**src/common/mae_pkg.sv**
```systemverilog
// Constants, field layouts and carrier types for the multiply and
// auxiliary-register modify execution unit.
// Assumes one core clock shared with fetch path and data memory.
package mae_pkg;
  localparam logic [7:0]  OPHI_MODIFY  = 8'h8B;
  localparam logic [7:0]  OPHI_MPY     = 8'h54;
  localparam logic [7:0]  OPHI_MPY_ADD = 8'h50;
  localparam logic [7:0]  OPHI_MPY_SUB = 8'h51;
  localparam logic [15:0] LONG_MPY_WORD = 16'hBE80;
  localparam logic [2:0]  SHORT_MPY_TOP = 3'h6;
  localparam int          FORM_BIT     = 7;
  localparam int          NAR_BIT      = 3;
  localparam int          RPT_W        = 8;
  localparam int          T1_W         = 5;
  localparam int          T2_W         = 4;
  // Indirect modification codes in opcode bits 6:4
  localparam logic [2:0]  MOD_DEC    = 3'h1;
  localparam logic [2:0]  MOD_INC    = 3'h2;
  localparam logic [2:0]  MOD_BRDEC  = 3'h4;
  localparam logic [2:0]  MOD_IDXDEC = 3'h5;
  localparam logic [2:0]  MOD_IDXINC = 3'h6;
  localparam logic [2:0]  MOD_BRINC  = 3'h7;
  // Product shift settings
  localparam logic [1:0]  PM_L1   = 2'h1;
  localparam logic [1:0]  PM_L4   = 2'h2;
  localparam logic [1:0]  PM_RSH6 = 2'h3;
  // Cycle figures
  localparam logic [15:0] CYC_ONE  = 16'h0001;
  localparam logic [15:0] CYC_LONG = 16'h0002;
  // Register byte offsets
  localparam logic [7:0]  A_CTRL  = 8'h00;
  localparam logic [7:0]  A_DPAGE = 8'h04;
  localparam logic [7:0]  A_WAIT  = 8'h08;
  localparam logic [7:0]  A_ACC   = 8'h0C;
  localparam logic [7:0]  A_PRODUCT_REGISTER  = 8'h10;
  localparam logic [7:0]  A_MULTIPLICAND_REG = 8'h14;
  localparam logic [7:0]  A_SECOND_TEMP_REG = 8'h18;
  localparam logic [7:0]  A_THIRD_TEMP_REG = 8'h1C;
  localparam logic [7:0]  A_STAT  = 8'h20;
  localparam logic [7:0]  A_INDEX_REG  = 8'h24;
  localparam logic [7:0]  A_AUX_COMPARE_REG  = 8'h28;
  localparam logic [7:0]  A_TLOAD = 8'h2C;
  localparam logic [7:0]  A_PC    = 8'h30;
  localparam logic [7:0]  A_AR0   = 8'h40;
  // Control register fields
  localparam int C_NDX = 0;
  localparam int C_TRM = 1;
  localparam int C_SXM = 2;
  localparam int C_OVM = 3;
  localparam int C_PM  = 4;
  localparam int C_CEXT = 6;
  localparam int C_OEXT = 7;
  localparam int C_SHR  = 8;
  localparam int CTRL_W = 9;
  localparam logic [CTRL_W-1:0] RST_CTRL = 9'h003;
  // Status register fields
  localparam int S_ARP = 0;
  localparam int S_ARB = 3;
  localparam int S_C   = 6;
  localparam int S_OV  = 7;
  localparam int S_REF = 8;
  localparam int S_BSY = 9;

  typedef enum logic [1:0] {
    ST_IDLE  = 2'h0,
    ST_FETCH = 2'h1,
    ST_EXEC  = 2'h2,
    ST_HOLD  = 2'h3
  } mae_state_e;

  typedef enum logic [2:0] {
    OP_NONE = 3'h0,
    OP_MOD  = 3'h1,
    OP_MPY  = 3'h2,
    OP_MADD = 3'h3,
    OP_MSUB = 3'h4
  } mae_op_e;

  typedef struct packed {
    logic        psel;
    logic        penable;
    logic        pwrite;
    logic [7:0]  paddr;
    logic [31:0] pwdata;
  } mae_apb_req_s;

  typedef struct packed {
    logic             valid;
    logic [15:0]      word;
    logic [15:0]      ext;
    logic [RPT_W-1:0] rpt_n;
    logic             legacy;
  } mae_issue_s;
endpackage : mae_pkg

```
**src/rtl/mae_exec.sv**
```systemverilog
// Execution unit for aux-register modify, multiply, multiply-add and
// multiply-subtract, with an APB slave for its state and control.
// Assumes fetch path and data memory run on clk_i; memory answers by
// data_valid_i in or after the cycle data_req_o is high.
//
// Design decisions made here: the address map and register access over APB.
`timescale 1ns/1ps
module mae_exec
  import mae_pkg::*;
#(
  parameter int WAIT_W = 4
)(
  input  wire logic         clk_i,
  input  wire logic         reset_i,
  input  wire mae_apb_req_s apb_i,
  output logic [31:0]       prdata_o,
  output logic              pready_o,
  output logic              pslverr_o,
  input  wire mae_issue_s   issue_i,
  output logic              instr_ready_o,
  output logic              data_req_o,
  output logic [15:0]       data_addr_o,
  input  wire logic [15:0]  data_word_i,
  input  wire logic         data_valid_i,
  output logic [15:0]       pc_o
);
  if (WAIT_W < 1 || WAIT_W > 6)
  begin : g_chk
    $error("WAIT_W must be 1 to 6");
  end

  logic [CTRL_W-1:0]   ctrl_reg;
  logic [8:0]          dp_reg;
  logic [2*WAIT_W-1:0] wait_reg;
  logic [31:0]         acc_reg;
  logic [31:0]         product_register_reg;
  logic [15:0]         t0_reg;
  logic [T1_W-1:0]     t1_reg;
  logic [T2_W-1:0]     t2_reg;
  logic [15:0]         index_reg_reg;
  logic [15:0]         aux_compare_reg_reg;
  logic [15:0]         ar_reg [0:7];
  logic [2:0]          arp_reg;
  logic [2:0]          arb_reg;
  logic                c_reg;
  logic                ov_reg;
  logic                ref_reg;
  logic [15:0]         pc_reg;
  mae_state_e          state_reg;
  mae_state_e          state_next;
  mae_op_e             op_reg;
  logic                imm_reg;
  logic [15:0]         kval_reg;
  logic                ind_reg;
  logic [6:0]          low_reg;
  logic                leg_reg;
  logic [RPT_W-1:0]    iter_reg;
  logic [15:0]         bud_reg;
  logic                ready_reg;
  logic                req_reg;
  logic [15:0]         addr_reg;
  logic [31:0]         prdata_reg;
  logic                pready_reg;
  logic                pslverr_reg;

  // Combinational decode and datapath
  mae_op_e          d_op;
  logic             d_imm;
  logic             d_long;
  logic [15:0]      d_k;
  logic [RPT_W-1:0] d_n;
  logic [15:0]      d_bud;
  logic             d_fetch;
  logic             accept;
  logic             exec_now;
  logic             last_it;
  logic [15:0]      opnd;
  logic [31:0]      prod;
  logic [31:0]      shp;
  logic [32:0]      sum;
  logic             ovf;
  logic [31:0]      acc_new;
  logic [2:0]       arp_new;
  logic [15:0]      ar_new;
  logic             wr_en;
  logic [31:0]      rd_data;
  logic             rd_ok;
  logic [WAIT_W-1:0] wp;
  logic [WAIT_W-1:0] wd;

  function automatic logic [15:0] rev16(input logic [15:0] v);
    logic [15:0] r;
    r = 16'h0000;
    for (int i = 0; i < 16; i++)
    begin
      r[i] = v[15-i];
    end
    return r;
  endfunction : rev16

  function automatic logic [15:0] ar_step(input logic [15:0] a,
                                          input logic [2:0]  m,
                                          input logic [15:0] x);
    case (m)
      MOD_INC:    return a + 16'h0001;
      MOD_DEC:    return a - 16'h0001;
      MOD_IDXINC: return a + x;
      MOD_IDXDEC: return a - x;
      // Reverse-carry steps for FFT addressing
      MOD_BRINC:  return rev16(rev16(a) + rev16(x));
      MOD_BRDEC:  return rev16(rev16(a) - rev16(x));
      default:    return a;
    endcase
  endfunction : ar_step

  function automatic logic [31:0] pshift(input logic [31:0] p,
                                         input logic [1:0]  m);
    case (m)
      PM_L1:   return {p[30:0], 1'b0};
      PM_L4:   return {p[27:0], 4'h0};
      PM_RSH6: return {{6{p[31]}}, p[31:6]};
      default: return p;
    endcase
  endfunction : pshift

  assign wp = wait_reg[WAIT_W-1:0];
  assign wd = wait_reg[2*WAIT_W-1:WAIT_W];

  // Decode of the word offered on the issue port
  always_comb
  begin
    d_op   = OP_NONE;
    d_imm  = 1'b0;
    d_long = 1'b0;
    d_k    = 16'h0000;
    if (issue_i.word == LONG_MPY_WORD)
    begin
      d_op   = OP_MPY;
      d_imm  = 1'b1;
      d_long = 1'b1;
      d_k    = issue_i.ext;
    end
    else if (issue_i.word[15:13] == SHORT_MPY_TOP)
    begin
      d_op  = OP_MPY;
      d_imm = 1'b1;
      // Sign mode bit deliberately ignored here
      d_k   = {{3{issue_i.word[12]}}, issue_i.word[12:0]};
    end
    else
    begin
      case (issue_i.word[15:8])
        OPHI_MODIFY:  d_op = OP_MOD;
        OPHI_MPY:     d_op = OP_MPY;
        OPHI_MPY_ADD: d_op = OP_MADD;
        OPHI_MPY_SUB: d_op = OP_MSUB;
        default:      d_op = OP_NONE;
      endcase
    end
  end

  // Cycle budget per memory placement
  always_comb
  begin
    logic ce;
    logic oe;
    logic [15:0] n16;
    ce  = ctrl_reg[C_CEXT];
    oe  = ctrl_reg[C_OEXT];
    d_n = (issue_i.rpt_n == '0 || d_imm) ? RPT_W'(1) : issue_i.rpt_n;
    n16 = 16'(d_n);
    d_fetch = !d_imm && (d_op == OP_MPY || d_op == OP_MADD || d_op == OP_MSUB);
    if (d_long)
    begin
      d_bud = CYC_LONG + (ce ? 16'({wp, 1'b0}) : 16'h0000);
    end
    else if (d_imm)
    begin
      d_bud = CYC_ONE + (ce ? 16'(wp) : 16'h0000);
    end
    else if (!d_fetch)
    begin
      d_bud = n16 + (ce ? 16'(wp) : 16'h0000);
    end
    else
    begin
      d_bud = n16 + (oe ? 16'(n16 * 16'(wd)) : 16'h0000)
            + (ce ? 16'(wp) : 16'h0000)
            + ((oe && ce) ? CYC_ONE : 16'h0000)
            + ((ctrl_reg[C_SHR] && !oe && !ce) ? CYC_ONE : 16'h0000);
    end
  end

  assign accept   = (state_reg == ST_IDLE) && issue_i.valid;
  assign exec_now = (state_reg == ST_EXEC) ||
                    (state_reg == ST_FETCH && data_valid_i);
  assign last_it  = (iter_reg <= RPT_W'(1));

  // Arithmetic for one iteration
  always_comb
  begin
    opnd = imm_reg ? kval_reg : data_word_i;
    prod = $signed(t0_reg) * $signed(opnd);
    shp  = pshift(product_register_reg, ctrl_reg[C_PM+1:C_PM]);
    if (op_reg == OP_MSUB)
    begin
      sum = {1'b0, acc_reg} - {1'b0, shp};
      ovf = (acc_reg[31] != shp[31]) && (sum[31] != acc_reg[31]);
    end
    else
    begin
      sum = {1'b0, acc_reg} + {1'b0, shp};
      ovf = (acc_reg[31] == shp[31]) && (sum[31] != acc_reg[31]);
    end
    acc_new = sum[31:0];
    if (ovf && ctrl_reg[C_OVM])
    begin
      acc_new = acc_reg[31] ? 32'h8000_0000 : 32'h7FFF_FFFF;
    end
    arp_new = low_reg[NAR_BIT] ? low_reg[2:0] : arp_reg;
    ar_new  = ar_step(ar_reg[arp_reg], low_reg[6:4], index_reg_reg);
  end

  always_comb
  begin
    state_next = state_reg;
    case (state_reg)
      ST_IDLE:
      begin
        if (issue_i.valid)
        begin
          state_next = d_fetch ? ST_FETCH : ST_EXEC;
        end
      end
      ST_FETCH, ST_EXEC:
      begin
        if (exec_now && last_it)
        begin
          state_next = (bud_reg <= CYC_ONE) ? ST_IDLE : ST_HOLD;
        end
      end
      ST_HOLD:
      begin
        if (bud_reg <= CYC_ONE)
        begin
          state_next = ST_IDLE;
        end
      end
      default: state_next = ST_IDLE;
    endcase
  end

  always_ff @(posedge clk_i)
  begin
    if (reset_i)
    begin
      state_reg <= ST_IDLE;
      ready_reg <= 1'b0;
      req_reg   <= 1'b0;
    end
    else
    begin
      state_reg <= state_next;
      ready_reg <= (state_next == ST_IDLE);
      req_reg   <= (state_next == ST_FETCH);
    end
  end

  // Latched instruction context
  always_ff @(posedge clk_i)
  begin
    if (reset_i)
    begin
      op_reg   <= OP_NONE;
      imm_reg  <= 1'b0;
      kval_reg <= 16'h0000;
      ind_reg  <= 1'b0;
      low_reg  <= 7'h00;
      leg_reg  <= 1'b0;
      iter_reg <= '0;
      bud_reg  <= 16'h0000;
    end
    else if (accept)
    begin
      op_reg   <= d_op;
      imm_reg  <= d_imm;
      kval_reg <= d_k;
      // Immediate words carry constant bits in bit 7
      ind_reg  <= issue_i.word[FORM_BIT] && !d_imm;
      low_reg  <= issue_i.word[6:0];
      leg_reg  <= issue_i.legacy;
      iter_reg <= d_n;
      bud_reg  <= d_bud;
    end
    else
    begin
      if (exec_now)
      begin
        iter_reg <= iter_reg - RPT_W'(1);
      end
      if (bud_reg != 16'h0000)
      begin
        bud_reg <= bud_reg - CYC_ONE;
      end
    end
  end

  // Operand address; a repeated direct form keeps its address
  always_ff @(posedge clk_i)
  begin
    if (reset_i)
    begin
      addr_reg <= 16'h0000;
    end
    else if (accept)
    begin
      addr_reg <= issue_i.word[FORM_BIT] ? ar_reg[arp_reg]
                                         : {dp_reg, issue_i.word[6:0]};
    end
    else if (exec_now && ind_reg)
    begin
      addr_reg <= (arp_new == arp_reg) ? ar_new : ar_reg[arp_new];
    end
  end

  always_ff @(posedge clk_i)
  begin
    if (reset_i)
    begin
      pc_reg <= 16'h0000;
    end
    else if (accept)
    begin
      pc_reg <= pc_reg + (d_long ? 16'h0002 : 16'h0001);
    end
    else if (wr_en && apb_i.paddr == A_PC)
    begin
      pc_reg <= apb_i.pwdata[15:0];
    end
  end

  // APB slave: answers in the first access cycle
  assign wr_en = apb_i.psel && apb_i.penable && pready_reg && apb_i.pwrite;

  always_comb
  begin
    rd_ok   = 1'b1;
    rd_data = 32'h0000_0000;
    if (apb_i.paddr[7:5] == A_AR0[7:5] && apb_i.paddr[1:0] == 2'h0)
    begin
      rd_data = {16'h0000, ar_reg[apb_i.paddr[4:2]]};
    end
    else
    begin
      case (apb_i.paddr)
        A_CTRL:  rd_data = 32'(ctrl_reg);
        A_DPAGE: rd_data = 32'(dp_reg);
        A_WAIT:  rd_data = 32'(wait_reg);
        A_ACC:   rd_data = acc_reg;
        A_PRODUCT_REGISTER:  rd_data = product_register_reg;
        A_MULTIPLICAND_REG: rd_data = 32'(t0_reg);
        A_SECOND_TEMP_REG: rd_data = 32'(t1_reg);
        A_THIRD_TEMP_REG: rd_data = 32'(t2_reg);
        A_STAT:  rd_data = 32'({(state_reg != ST_IDLE), ref_reg, ov_reg,
                                c_reg, arb_reg, arp_reg});
        A_INDEX_REG:  rd_data = 32'(index_reg_reg);
        A_AUX_COMPARE_REG:  rd_data = 32'(aux_compare_reg_reg);
        A_TLOAD: rd_data = 32'(t0_reg);
        A_PC:    rd_data = 32'(pc_reg);
        default: rd_ok = 1'b0;
      endcase
    end
  end

  always_ff @(posedge clk_i)
  begin
    if (reset_i)
    begin
      pready_reg  <= 1'b0;
      pslverr_reg <= 1'b0;
      prdata_reg  <= 32'h0000_0000;
    end
    else
    begin
      pready_reg <= apb_i.psel && !apb_i.penable;
      if (apb_i.psel && !apb_i.penable)
      begin
        pslverr_reg <= !rd_ok;
        prdata_reg  <= rd_ok ? rd_data : 32'h0000_0000;
      end
    end
  end

  always_ff @(posedge clk_i)
  begin
    if (reset_i)
    begin
      ctrl_reg <= RST_CTRL;
      dp_reg   <= 9'h000;
      wait_reg <= '0;
    end
    else if (wr_en)
    begin
      case (apb_i.paddr)
        A_CTRL:  ctrl_reg <= apb_i.pwdata[CTRL_W-1:0];
        A_DPAGE: dp_reg   <= apb_i.pwdata[8:0];
        A_WAIT:  wait_reg <= apb_i.pwdata[2*WAIT_W-1:0];
        default: ;
      endcase
    end
  end

  // Temporaries; a legacy load mirrors into all three unless disabled
  always_ff @(posedge clk_i)
  begin
    if (reset_i)
    begin
      t0_reg <= 16'h0000;
      t1_reg <= '0;
      t2_reg <= '0;
    end
    else if (wr_en)
    begin
      case (apb_i.paddr)
        A_MULTIPLICAND_REG: t0_reg <= apb_i.pwdata[15:0];
        A_SECOND_TEMP_REG: t1_reg <= apb_i.pwdata[T1_W-1:0];
        A_THIRD_TEMP_REG: t2_reg <= apb_i.pwdata[T2_W-1:0];
        A_TLOAD:
        begin
          t0_reg <= apb_i.pwdata[15:0];
          if (!ctrl_reg[C_TRM])
          begin
            t1_reg <= apb_i.pwdata[T1_W-1:0];
            t2_reg <= apb_i.pwdata[T2_W-1:0];
          end
        end
        default: ;
      endcase
    end
  end

  // Product register: execution wins over a same-cycle bus write
  always_ff @(posedge clk_i)
  begin
    if (reset_i)
    begin
      product_register_reg <= 32'h0000_0000;
    end
    else if (exec_now && op_reg != OP_MOD && op_reg != OP_NONE)
    begin
      product_register_reg <= prod;
    end
    else if (wr_en && apb_i.paddr == A_PRODUCT_REGISTER)
    begin
      product_register_reg <= apb_i.pwdata;
    end
  end

  always_ff @(posedge clk_i)
  begin
    if (reset_i)
    begin
      acc_reg <= 32'h0000_0000;
      c_reg   <= 1'b0;
      ov_reg  <= 1'b0;
    end
    else if (exec_now && (op_reg == OP_MADD || op_reg == OP_MSUB))
    begin
      acc_reg <= acc_new;
      // Borrow shows as a clear carry on subtract
      c_reg   <= (op_reg == OP_MSUB) ? !sum[32] : sum[32];
      // Overflow latches; cleared only by software
      ov_reg  <= ov_reg || ovf;
    end
    else if (wr_en && apb_i.paddr == A_ACC)
    begin
      acc_reg <= apb_i.pwdata;
    end
    else if (wr_en && apb_i.paddr == A_STAT)
    begin
      c_reg <= apb_i.pwdata[S_C];
      if (apb_i.pwdata[S_OV])
      begin
        ov_reg <= 1'b0;
      end
    end
  end

  // Refused repeat of an immediate form: sticky, set beats clear
  always_ff @(posedge clk_i)
  begin
    if (reset_i)
    begin
      ref_reg <= 1'b0;
    end
    else if (accept && d_imm && issue_i.rpt_n > RPT_W'(1))
    begin
      ref_reg <= 1'b1;
    end
    else if (wr_en && apb_i.paddr == A_STAT && apb_i.pwdata[S_REF])
    begin
      ref_reg <= 1'b0;
    end
  end

  always_ff @(posedge clk_i)
  begin
    if (reset_i)
    begin
      arp_reg <= 3'h0;
      arb_reg <= 3'h0;
    end
    else if (exec_now && ind_reg && low_reg[NAR_BIT] && op_reg != OP_NONE)
    begin
      arb_reg <= arp_reg;
      arp_reg <= arp_new;
    end
    else if (wr_en && apb_i.paddr == A_STAT)
    begin
      arp_reg <= apb_i.pwdata[S_ARP+2:S_ARP];
      arb_reg <= apb_i.pwdata[S_ARB+2:S_ARB];
    end
  end

  // Auxiliary registers; memory word itself is never written here
  always_ff @(posedge clk_i)
  begin
    if (reset_i)
    begin
      for (int i = 0; i < 8; i++)
      begin
        ar_reg[i] <= 16'h0000;
      end
    end
    else if (exec_now && ind_reg && op_reg != OP_NONE)
    begin
      ar_reg[arp_reg] <= ar_new;
    end
    else if (wr_en && apb_i.paddr[7:5] == A_AR0[7:5] && apb_i.paddr[1:0] == 2'h0)
    begin
      ar_reg[apb_i.paddr[4:2]] <= apb_i.pwdata[15:0];
    end
  end

  // Index and compare registers follow AR0 in legacy mode while control bit NDX is clear
  always_ff @(posedge clk_i)
  begin
    if (reset_i)
    begin
      index_reg_reg <= 16'h0000;
      aux_compare_reg_reg <= 16'h0000;
    end
    else if (exec_now && ind_reg && leg_reg && op_reg != OP_NONE
             && !ctrl_reg[C_NDX] && arp_reg == 3'h0)
    begin
      index_reg_reg <= ar_new;
      aux_compare_reg_reg <= ar_new;
    end
    else if (wr_en && apb_i.paddr == A_INDEX_REG)
    begin
      index_reg_reg <= apb_i.pwdata[15:0];
    end
    else if (wr_en && apb_i.paddr == A_AUX_COMPARE_REG)
    begin
      aux_compare_reg_reg <= apb_i.pwdata[15:0];
    end
  end

  assign prdata_o      = prdata_reg;
  assign pready_o      = pready_reg;
  assign pslverr_o     = pslverr_reg;
  assign instr_ready_o = ready_reg;
  assign data_req_o    = req_reg;
  assign data_addr_o   = addr_reg;
  assign pc_o          = pc_reg;
endmodule : mae_exec

```
**config.mk**
```make
export PLATFORM = sky130hd
export DESIGN_NAME = mae_exec
export DESIGN_NICKNAME = d
export VERILOG_FILES = /design/src/common/mae_pkg.sv /design/src/rtl/mae_exec.sv
export SDC_FILE = /design/constraint.sdc
export NUM_CORES = 2
export LEC_CHECK = 0
export BUFFER_PORTS_ARGS = -buffer_cell sky130_fd_sc_hd__buf_2
export CORE_MARGIN = 3
export CORE_UTILIZATION = 55
export DETAILED_ROUTE_END_ITERATION = 12
export PLACE_DENSITY = 0.82
export SLEW_MARGIN = 40
export SYNTH_ARGS = -nofsm -noshare
export SYNTH_HDL_FRONTEND = slang
export SYNTH_SLANG_ARGS = --single-unit
```
**constraint.sdc**
```tcl
create_clock -name clk_i -period 9.5 [get_ports clk_i]
set_input_delay 0.475 -clock clk_i [delete_from_list [all_inputs] [get_ports clk_i]]
set_output_delay 0.475 -clock clk_i [all_outputs]
set_load 0.03 [all_outputs]
```
==> results_dict.tcl <==
set metrics [dict create \
    synth_flop_cell "dfxtp_1" \
    leakage_nw 17.7 \
    ys.warnings.count 0 \
    core_sq_mm 0.0720 \
    avgSynthCellArea_sq_um 8.69 \
    yosys-top-cells-area "fa_1 (14%), dfxtp_1 (14%), edfxtp_1 (9.6%)" \
    intPower_w 0.00337 \
    period_share_pct 81.1 \
    fin_util_pct 60.2 \
    worst_slew_pin_slew_ns 0.973 \
    start_util_pct 55.8 \
    cts_setup_buffers 0 \
    switching_power_w 0.00168 \
    hold_viol_final 0 \
    grt_pass1_vias 36100 \
    ir_drop_uv 162 \
    synth_top_area_cell "fa_1" \
    portBuffers 171 \
    status "finished clean" \
    fin_nets 5224 \
    globalplace.congestion 1.01 \
    drtAntennaViolNets 0 \
    synthArstFlopShare_pct 0 \
    multiInputGateArea_sq_mm 0.0280 \
    vias 36900 \
    syn_inst 4620 \
    cp_slowest_cell "fa_1" \
    clock_skew_ns 0.0586 \
    whs_ns 0.109 \
    cp-end-kind "flop" \
    holdBufCountCts 0 \
    drt-wirelength-per-cell_microns 24.3 \
    std_cell_rows 98 \
    reg2reg_to "product_register_reg[30]$_SDFFE_PP0P_" \
    power_density_mw_per_mm2 117 \
    numCtsBuffers 47 \
    hp-class "in -> reg" \
    whs_path_depth 3 \
    die_area_sq_mm 0.0763 \
    cts_tree "yes" \
    clkSlewWorstSetupHoldPaths_ns 0.06 \
    max_cap_viol_count 0 \
    min_to "kval_reg[15]$_SDFFE_PP0P_" \
    start_kind "flop" \
    die_x_microns 276 \
    clock_latency_ns 0.64 \
    critPathMaxFanout 17 \
    via_per_inst 6.61 \
    seqPwrFrac_pct 39.1 \
    yosysSeqAreaShare_pct 23.6 \
    clkPwrFrac_pct 37.8 \
    grt-ovfl-total 0 \
    min_from "issue_i[24]" \
    r2r_setup_slack_ns 1.80 \
    max_stage_delay_ns 0.94 \
    cts_sinks 410 \
    crit_chain "mux2_2 -> nand2_1 -> inv_1 -> fa_1 -> fa_1 -> inv_1 -> fa_1 -> inv_1 -> fa_1 -> inv_1 -> fa_1 -> inv_1 -> fa_1 -> ha_1 -> a21oi_1 -> nand2_1 -> a21o_1 -> a2111oi_0 -> a21oi_1 -> a2111oi_0 -> a41o_1 -> o32ai_1" \
    ys_types 94 \
    cp_top_family "adder cells" \
    cts_resized 0 \
    die_h_microns 276 \
    grt.total_usage_pct 34.4 \
    ys_ff_latch 410 \
    p_sw_share_pct 33.3 \
    drive_gt1_share_pct 12.1 \
    drc 0 \
    cpMostUsedCell "fa_1" \
    critical_path_required_ns 10.00 \
    r2r-start "imm_reg$_SDFFE_PP0P_" \
    cts_max_path_buffers 3 \
    drt_iter0_drc 5371 \
    rsz0062_at_grt "no" \
    synth.most_common_cell "nand2_1" \
    antenna_found_initial 7 \
    grt_first_pass_wirelength_microns 208000 \
    clock-root-buffer "clkbuf_16" \
    tns_ns 0 \
    pin_count 172 \
    netlist_area_sq_mm 0.0402 \
    htree_levels 2 \
    pwr-share-comb_pct 23.1 \
    arrival_ns 8.20 \
    drtPass1Iterations 7 \
    finalCriticalPeriod_ns 7.70 \
    slew_viol_final 0 \
    synthesis.nets 5248 \
    hpwl_microns 99200 \
    maxSlewHeadroom_pct 33.4 \
    fillers 5984 \
    synth_top_area_share_pct 14.3 \
    wl_microns 136000 \
    synthTopCellsByCount "nand2_1 (502), inv_1 (457), nor2_1 (447)" \
    synth-edff-count 128 \
    path_buf_inv 5 \
    grt_max_degree 82 \
    max_freq_mhz 130 \
    crit_type "reg -> reg" \
    setup_violations 0 \
    area_delta_synth_final_pct 7.79 \
    largest_reg_flops 128 \
    reg2reg_depth 22 \
    regArea_sq_mm 0.00950 \
]
==> routing by layer <==
metal,vias up,part of all wire (%),global-route usage [%]
met4,6,6.7,18.6
met5,-,0.028,0
met2,2651,43,52.5
met1,17600,36,44.8
met3,624,14,9.03
li1,16100,-,-
==> layout by cell type (no fill, tap or decap), drive strengths merged, types with 35 or more instances in the layout <==
| cell | count |
|---|---|
| and2 | 74 |
| mux4 | 117 |
| xor2 | 36 |
| buf | 230 |
| mux2i | 133 |
| fa | 287 |
| nor3 | 100 |
| inv | 463 |
| xnor2 | 89 |
| mux2 | 35 |
| nor2b | 88 |
| a21o | 47 |
| o211ai | 36 |
| o21ai | 145 |
| ha | 237 |
| dfxtp | 282 |
| a221oi | 58 |
| clkbuf | 62 |
| a31oi | 78 |
| a21oi | 301 |
| a211oi | 69 |
| and3 | 43 |
| nor2 | 447 |
| a22oi | 66 |
| nand2 | 502 |
| nand3 | 78 |
| edfxtp | 128 |
| nand2b | 36 |
==> layout make-up <==
| cell class | instances | share of cell area, % |
|---|---|---|
| Antenna cell | 1 | 0.00578 |
| Tap cell | 950 | 2.75 |
| Timing Repair Buffer | 232 | 3.09 |
| Clock buffer | 60 | 2.92 |
| Clock inverter | 27 | 0.754 |
| Multi-Input combinational cell | 3447 | 64.6 |
| Inverter | 458 | 3.97 |
| Sequential cell | 410 | 21.9 |
==> power groups by stage <==
stage	Combinational, W	Sequential, W	Clock, W
6_report	0.00117	0.00197	0.00191
5_1_grt	0.00125	0.00198	0.00197
4_1_cts	0.00113	0.00197	0.00190
3_5_place_dp	0.00112	0.00201	0
3_3_place_gp	0.00110	0.00200	0
2_1_floorplan	0.000763	0.00200	0
==> tightest hold or removal path, stage by stage <==
cell	delay (ns)
buf_2	0.07
a21oi_1	0.05
nor2_1	0.09
==> cells by family (layout without fill, tap and decap cells) <==
family | count (synthesis) | after routing | share of synthesized area, %
adder cells (fa/ha/maj) | 524 | 524 | 21.7
AND/OR/NAND/NOR | 1481 | 1481 | 16.8
flip-flops | 410 | 410 | 23.6
other | 0 | 1 | 0
AO/OA/AOI/OAI | 1032 | 1032 | 17.1
buffers and inverters | 763 | 777 | 7.20
multiplexers | 285 | 285 | 10.9
XOR/XNOR | 125 | 125 | 2.73
==> worst max-delay path by stage <==
stage | from | endpoint | slack [ns] | cells after the start
after CTS | imm_reg$_SDFFE_PP0P_ | product_register_reg[30]$_SDFFE_PP0P_ | 1.88 | 22
after global routing | imm_reg$_SDFFE_PP0P_ | product_register_reg[30]$_SDFFE_PP0P_ | 1.36 | 22
after detailed placement | imm_reg$_SDFFE_PP0P_ | product_register_reg[30]$_SDFFE_PP0P_ | 1.93 | 22
final | imm_reg$_SDFFE_PP0P_ | product_register_reg[30]$_SDFFE_PP0P_ | 1.80 | 22
after floorplan | imm_reg$_SDFFE_PP0P_ | product_register_reg[30]$_SDFFE_PP0P_ | 2.44 | 27
after global placement | imm_reg$_SDFFE_PP0P_ | product_register_reg[30]$_SDFFE_PP0P_ | 2.09 | 22
==> stage by stage <==
step | std cells | total power, W | instance area, sq um | setup slack (ns)
floorplan | 4620 | 0.00276 | 40200 | 2.44
global route | 5585 | 0.00520 | 43300 | 1.36
CTS | 5583 | 0.00500 | 43200 | 1.88
finish | 5585 | 0.00505 | 43300 | 1.80
detailed placement | 5496 | 0.00313 | 41700 | 1.93
global placement | 5495 | 0.00310 | 41600 | 2.09
Note: power is estimated with default switching activity, not from simulation.
